[config.mk]
export PLATFORM = sky130hd
export DESIGN_NAME = pwm_shadow_update_mode
export DESIGN_NICKNAME = d
export VERILOG_FILES = /design/src/pwm_shadow_pkg.sv /design/src/shadow_if.sv /design/src/pwm_shadow_update_mode.sv /design/src/shadow_slot.sv
export VERILOG_INCLUDE_DIRS = /design/src /design/src/src
export SDC_FILE = /design/constraint.sdc
export NUM_CORES = 1
export LEC_CHECK = 0
export BUFFER_PORTS_ARGS = -buffer_cell sky130_fd_sc_hd__buf_2
export CAP_MARGIN = 0
export CORE_ASPECT_RATIO = 1.5
export CORE_UTILIZATION = 54
export DETAILED_ROUTE_END_ITERATION = 10
export PLACE_DENSITY = 0.82
export SLEW_MARGIN = 20
export SYNTH_ARGS = -nofsm -noshare
export SYNTH_HDL_FRONTEND = slang
export SYNTH_SLANG_ARGS = --single-unit
[constraint.sdc]
create_clock -name clk_sys -period 4.45 [get_ports clk_sys]
set_input_delay 1.1125 -clock clk_sys [delete_from_list [all_inputs] [get_ports clk_sys]]
set_output_delay 1.1125 -clock clk_sys [all_outputs]
set_load 0.01 [all_outputs]
[src/pwm_shadow_cfg.svh]
// Purpose: constants for the pwm shadow update block
// Assumes: generator control word holds the update-mode fields
// Notes: widths of the shadowed registers are fixed at 32 bits
`ifndef PWM_SHADOW_CFG_SVH
`define PWM_SHADOW_CFG_SVH
`define DB_MODE_HI 11
`define DB_MODE_LO 10
`define GB_MODE_HI 9
`define GB_MODE_LO 8
`define MODE_RST 2'h0
`define REG_W 32
`define REG_RST 32'h0000_0000
`endif

[src/pwm_shadow_pkg.sv]
// Purpose: types for the pwm shadow update block
// Assumes: nothing
// Notes: mode codes follow the field encoding
`include "pwm_shadow_cfg.svh"
package pwm_shadow_pkg;
   typedef enum logic [1:0] {
      MODE_IMMEDIATE = 2'h0,
      MODE_RESERVED = 2'h1,
      MODE_LOCAL = 2'h2,
      MODE_GLOBAL = 2'h3
   } upd_mode_t;
endpackage

[src/shadow_if.sv]
// Purpose: carrier between the top and a shadow slot
// Assumes: one clock
// Notes: none
`timescale 1ns/1ps
`include "pwm_shadow_cfg.svh"
interface shadow_if;
   logic [1:0] mode;
   logic wr;
   logic [`REG_W-1:0] wdata;
   logic zero;
   logic sync_armed;
   logic [`REG_W-1:0] active;
   logic pending;
   modport top (output mode, wr, wdata, zero, sync_armed,
                input active, pending);
   modport slot (input mode, wr, wdata, zero, sync_armed,
                 output active, pending);
endinterface

[src/pwm_shadow_update_mode.sv]
// Purpose: update-mode control for dead-band and generator-b registers
// Assumes: counter zero and sync request come from logic on clk_sys
// Notes: mode value 1 behaves like a write that never applies
//
// Behaviour
// - Dead-band update mode is a r/w field at bits 11:10, reset 0.
// - Generator-b update mode is a r/w field at bits 9:8, reset 0.
// - Mode 0 makes a dead-band write active at once.
// - Mode 0 makes a generator-b write active at once.
// - Mode 2 applies the pending value at the next counter zero.
// - Mode 3 applies it at the first counter zero after a sync request.
`timescale 1ns/1ps
`include "pwm_shadow_cfg.svh"
module pwm_shadow_update_mode (
   input wire logic clk_sys,
   input wire logic reset_n,
   input wire logic ctl_wr,
   input wire logic [`REG_W-1:0] ctl_wdata,
   output logic [`REG_W-1:0] ctl_rdata,
   input wire logic db_wr,
   input wire logic gb_wr,
   input wire logic [`REG_W-1:0] reg_wdata,
   input wire logic cnt_zero,
   input wire logic sync_req,
   output logic [`REG_W-1:0] db_active,
   output logic [`REG_W-1:0] gb_active,
   output logic db_pending,
   output logic gb_pending
);
   // ==========================================================
   // reset release
   // ==========================================================
   logic [1:0] rst_sync_ff;
   logic rst_n;
   always_ff @(posedge clk_sys or negedge reset_n) begin
      if (!reset_n) begin
         rst_sync_ff <= 2'h0;
      end else begin
         rst_sync_ff <= {rst_sync_ff[0], 1'b1};
      end
   end
   assign rst_n = rst_sync_ff[1];

   // ==========================================================
   // control state
   // ==========================================================
   typedef struct packed {
      logic [1:0] db_mode;
      logic [1:0] gb_mode;
      logic armed;
   } ctl_state_t;
   ctl_state_t st_ff;
   ctl_state_t nxt_st;

   always_comb begin
      nxt_st = st_ff;
      if (ctl_wr) begin
         nxt_st.db_mode = ctl_wdata[`DB_MODE_HI:`DB_MODE_LO];
         nxt_st.gb_mode = ctl_wdata[`GB_MODE_HI:`GB_MODE_LO];
      end
      // request stays armed until a zero consumes it; set wins
      if (cnt_zero) begin
         nxt_st.armed = 1'b0;
      end
      if (sync_req) begin
         nxt_st.armed = 1'b1;
      end
   end

   always_ff @(posedge clk_sys or negedge rst_n) begin
      if (!rst_n) begin
         st_ff <= '{`MODE_RST, `MODE_RST, 1'b0};
      end else begin
         st_ff <= nxt_st;
      end
   end

   always_comb begin
      ctl_rdata = '0;
      ctl_rdata[`DB_MODE_HI:`DB_MODE_LO] = st_ff.db_mode;
      ctl_rdata[`GB_MODE_HI:`GB_MODE_LO] = st_ff.gb_mode;
   end

   // ==========================================================
   // shadow slots
   // ==========================================================
   logic [1:0] slot_mode [2];
   logic slot_wr [2];
   logic [`REG_W-1:0] slot_active [2];
   logic slot_pending [2];

   assign slot_mode[0] = st_ff.db_mode;
   assign slot_mode[1] = st_ff.gb_mode;
   assign slot_wr[0] = db_wr;
   assign slot_wr[1] = gb_wr;

   // slot 0 is the dead-band register, slot 1 the generator-b one
   for (genvar i = 0; i < 2; i++) begin : g_slot
      shadow_if slot_if ();
      assign slot_if.mode = slot_mode[i];
      assign slot_if.wr = slot_wr[i];
      assign slot_if.wdata = reg_wdata;
      assign slot_if.zero = cnt_zero;
      assign slot_if.sync_armed = st_ff.armed;
      shadow_slot u_slot (
         .clk_sys(clk_sys),
         .reset_n(rst_n),
         .s(slot_if)
      );
      assign slot_active[i] = slot_if.active;
      assign slot_pending[i] = slot_if.pending;
   end

   assign db_active = slot_active[0];
   assign gb_active = slot_active[1];
   assign db_pending = slot_pending[0];
   assign gb_pending = slot_pending[1];
endmodule

[src/shadow_slot.sv]
// Purpose: one shadowed register with its update-mode handling
// Assumes: reset_n is already synchronised
// Notes: a pending value waits for the event chosen by mode
`timescale 1ns/1ps
`include "pwm_shadow_cfg.svh"
module shadow_slot (
   input wire logic clk_sys,
   input wire logic reset_n,
   shadow_if.slot s
);
   typedef struct packed {
      logic [`REG_W-1:0] active;
      logic [`REG_W-1:0] shadow;
      logic pending;
   } slot_state_t;
   slot_state_t st_ff;
   slot_state_t nxt_st;
   logic fire;

   always_comb begin
      nxt_st = st_ff;
      fire = 1'b0;
      case (pwm_shadow_pkg::upd_mode_t'(s.mode))
         pwm_shadow_pkg::MODE_LOCAL: fire = s.zero;
         pwm_shadow_pkg::MODE_GLOBAL: fire = s.zero & s.sync_armed;
         default: fire = 1'b0;
      endcase
      if (st_ff.pending && fire) begin
         nxt_st.active = st_ff.shadow;
         nxt_st.pending = 1'b0;
      end
      if (s.wr) begin
         if (s.mode == 2'h0) begin
            // immediate write also drops any stale pending value
            nxt_st.active = s.wdata;
            nxt_st.pending = 1'b0;
         end else begin
            // a write at the firing edge queues behind the applied value
            nxt_st.shadow = s.wdata;
            nxt_st.pending = 1'b1;
         end
      end
   end

   always_ff @(posedge clk_sys or negedge reset_n) begin
      if (!reset_n) begin
         st_ff <= '{`REG_RST, `REG_RST, 1'b0};
      end else begin
         st_ff <= nxt_st;
      end
   end

   assign s.active = st_ff.active;
   assign s.pending = st_ff.pending;
endmodule

# After elaboration in Yosys (flattened, before gate mapping)
# Cells that the tools add are included.
# totals
regBits	137
in_bits	71
elab_cells	42
# classes
reduce_logical	9
n_mux	16
n_eq_ne	4
bitwise	3
# op_table
cell	n
two-way mux 32 bit	6
two-way mux 65 bit	2
equality test 2 bit, second input constant	4
two-way mux 1 bit	6
nonzero test 2 bit	3
logical NOT 2 bit	2
one-hot mux 1 bit (2 select lines)	2
AND reduction 2 bit	2
logical AND 1 bit	2
NOT 1 bit	2
AND 1 bit	1

# Longest topological paths before layout
# logic_depth
ltp_word	6
ltp_mapped	6
depth_no_buf	3

# Hierarchy
# Synthesis repeated with hierarchy kept, for this count alone.
# hier_totals
cells_unflattened	617
area_unflattened_um2	6837.8
# by_module_without_submodules
module	cells_per_inst	n_inst	area_each_um2	seq_area_each_um2
shadow_slot	287	2	3194.3	1626.6
pwm_shadow_update_mode	43	1	449.2	175.2

# Worst setup path after synthesis
# OpenSTA, ideal clock, no wires.
# synth_path
path_type	input-to-reg
start	in db_wr
end	reg g_slot[0].u_slot.st_ff (netlist bit g_slot[0].u_slot.s.active[11])
arrival_ps	1914
cell_stages	5
slack_ps	2408
setup_time_ps	128
path_cell_list	or3b_1 -> clkbuf_1 -> clkbuf_1 -> nand2_1 -> o211ai_2
# synth_lines
element	line	source
start, declared	pwm_shadow_update_mode.sv:20	input wire logic db_wr,
end signal, assigned	shadow_slot.sv:47	st_ff <= '{`REG_RST, `REG_RST, 1'b0};
end signal, assigned	shadow_slot.sv:49	st_ff <= nxt_st;
end, declared	shadow_slot.sv:16	slot_state_t st_ff;

==> impl_metrics.toml <==
[status]
outcome = "completed"

[synth]
yosys.area_share.simple_pct = 13.08
synth_compound_area_share_pct = 11.80
syn_area_per_cell_um2 = 11.07
synthCells = 617
synth_top_family_by_area = "buffers and inverters"
synthDistinctLibCells = 20
synthMuxAreaShare_pct = 11.21
seq_area_frac_synth_pct = 50.20
synth_seq_cells = 137
synth_xor_xnor_area_share_pct = 0
syn_area_um2 = 6829
ys.warnings.count = 0
synth_fa_ha_area_share_pct = 0

[grt]
antenna_found_initial = 0
grt_pass1_wl_um = 24920
grtUsageTotal_pct = 25.15
grt_overflow_total = 0
grt_max_degree = 56
first_global_vias = 4869

[final_layout]
area_growth_pct = 11.43
antenna_cells = 0
layout-drive-gt1-share_pct = 43.29
stdcell_count = 819
fin_nets = 721
fillers = 971

[placed_design]
dp_hpwl_um = 9999
dp_cells = 785
port_buffers = 112
gp_congestion = 0.8246

[power]
seq_power_share_pct = 40.0
switchingPower_mw = 1.179
ir_worst_vdd_mv = 0.2992
clockPowerShare_pct = 38.9
power_leakage_nw = 3.608
internal_power_mw = 3.059
swShare_pct = 27.81
combPwrFrac_pct = 21.2
power.density_nw_per_um2 = 556.8

[cts]
root_buffer = "clkbuf_16"
cts_tree = "done"
clockBufferDepth = 2
cts_buffers = 17
clkTransAtPathRegs_ns = 0.06
worstSkewPairLatency_ns = 0.41
ctsResizeCount = 0
cts-htree-levels = 4
post-cts-setup-buffers = 0
clock_sinks = 137
hold_buffers = 0

[critical_path]
critPathMaxStageDelay_ns = 0.94
crit_family = "simple AND/OR/NAND/NOR gates"
ff2ff_path_depth = 4
rr_endpoint = "g_slot[0].u_slot.s.active[31]$_DFF_PN0_"
r2r_start = "g_slot[0].slot_if.mode[1]$_DFFE_PN0P_"
critPathKind = "in2reg"
cp-start-kind = "input port"
end_kind = "register"
crit_required_ns = 4.69
rrSetupSlack_ns = 2.03
cp_max_fo = 33
slowest_stage = "and2_2"
cp_cell_sequence = "buf_2 -> and3_1 -> buf_4 -> and2_2 -> o211ai_1"
critPathArrivalTime_ns = 2.93
path_buf_inv = 2

[floorplan]
core_um2 = 12390
die_h_um = 139.7
die_area_um2 = 13110
pin_count = 169
die_x_um = 93.82
rows = 50
initial_core_util_pct = 55.13

[timing]
clock.fmax_mhz = 371.7
min_period_ns = 2.691
clock_skew_ns = 0.007870
setup_viol = 0
fin_tns_setup_ns = 0
drv_slew = 0
fin_crit_sh_pct = 60.46
hold_viol = 0
worst_pin_slew_ns = 1.067
rsz0062_at_grt = "no"
max_slew_margin_pct = 28.88

[worst_hold_path]
holdCritPathClass = "reg2async"

[routing]
drc = 0
drt-total-wl_um = 15430
ant_nets = 0
num_vias = 4621
viasPerCell = 5.642
first_pass_iters = 4
detail_route.iter0.violations = 233
drt-wirelength-per-cell_um = 18.84

[run]
cap_viol_max_count = 0
power groups by stage:
stage	logic (mW)	registers, mW	clock network (mW)
after floorplan	0.836	1.68	0
after global placement	0.857	1.70	0
after detailed placement	0.894	1.71	0
after CTS	0.898	1.70	1.66
after global routing	0.981	1.72	1.72
final	0.898	1.69	1.65
Yosys cell counts (all sizes together):
| library cell | instances | area [µm²] |
|---|---|---|
| mux2 | 68 | 765.7 |
| and3 | 2 | 12.51 |
| nand2b | 4 | 25.02 |
| conb | 2 | 7.510 |
| a21o | 1 | 7.510 |
| o21ai | 4 | 27.53 |
| nor3b | 2 | 25.02 |
| o211ai | 64 | 770.7 |
| dfrtp | 137 | 3428 |
| and2 | 2 | 12.51 |
| clkbuf | 26 | 97.59 |
| nand3 | 64 | 320.3 |
| nand2 | 128 | 480.5 |
| buf | 110 | 827.1 |
| or3b | 2 | 17.52 |
| inv | 1 | 3.750 |
worst max path at each step:
stage                                   from                                      end  slack, ns  depth (start not counted)
floorplan           rst_sync_ff[1]$_DFF_PN0_    g_slot[0].slot_if.mode[0]$_DFFE_PN0P_       0.35                          0
finish                              cnt_zero  g_slot[0].u_slot.s.active[31]$_DFF_PN0_       1.76                          5
CTS                                 cnt_zero  g_slot[0].u_slot.s.active[31]$_DFF_PN0_       1.71                          5
detailed placement                  cnt_zero  g_slot[0].u_slot.s.active[31]$_DFF_PN0_       1.31                          5
global placement                    cnt_zero   g_slot[0].u_slot.s.active[0]$_DFF_PN0_       1.36                          5
global route                        cnt_zero   g_slot[0].u_slot.s.active[1]$_DFF_PN0_       1.66                          5
cells by family after synthesis:
kind of cell           Yosys count
AOI/OAI and AO/OA               69
buffers and inverters          137
DFF                            137
muxes                           68
other                            2
and+or+nand+nor                204
final cells by class:
cell class	count	area (µm²)	share of cell area [%]
clock inverters	12	245.2	3.223
well taps	156	195.2	2.565
multi-input cells	370	2604	34.22
flip-flops and latches	137	3432	45.10
inverters	1	3.754	0.04933
repair buffers	123	683.2	8.977
clock buffers	20	446.7	5.870
sequential cells by signal, indices dropped and copies added (netlist names):
name and cells:
g_slot.slot_if.mode 4, g_slot.slot_if.sync_armed 1, g_slot.u_slot.s.active 64, g_slot.u_slot.s.pending 2, g_slot.u_slot.st_ff 64, rst_sync_ff 2
metrics by stage:
stage	hold WS, ns	utilization [%]	worst slack, ns	power [mW]	cell area, µm²
after floorplan	0.3312	-	0.3504	2.514	6930
after global placement	0.2527	55.40	1.363	2.555	6863
after detailed placement	0.2699	55.40	1.314	2.609	6863
after CTS	0.2765	60.99	1.709	4.253	7555
after global routing	0.2896	61.43	1.656	4.426	7610
final	0.2539	61.43	1.759	4.237	7610
placed cells by master, fill, tap and decap left out:
cell        instances
dfrtp_1           136
nand2_1           128
buf_2             112
mux2_2             68
nand3_1            64
o211ai_2           58
conb_1             29
clkbuf_16          17
buf_4               9
bufinv_16           7
o211ai_1            6
nand2b_1            4
and3_1              2
and2_2              2
nor3b_4             2
o21ai_4             2
o21ai_1             2
clkinv_4            2
clkinv_2            2
clkbuf_1            2
buf_16              2
or3b_1              1
or3b_2              1
inv_1               1
a21o_1              1
clkbuf_8            1
clkinvlp_4          1
dfrtp_4             1
layer usage:
layer  part of all wire (%)  GRT usage [%]
met5                      0              0
met3                    5.7          5.027
met1                     37          28.64
met4                    3.2          12.79
met2                     54          43.91
Power figures use the tool's default switching activity.
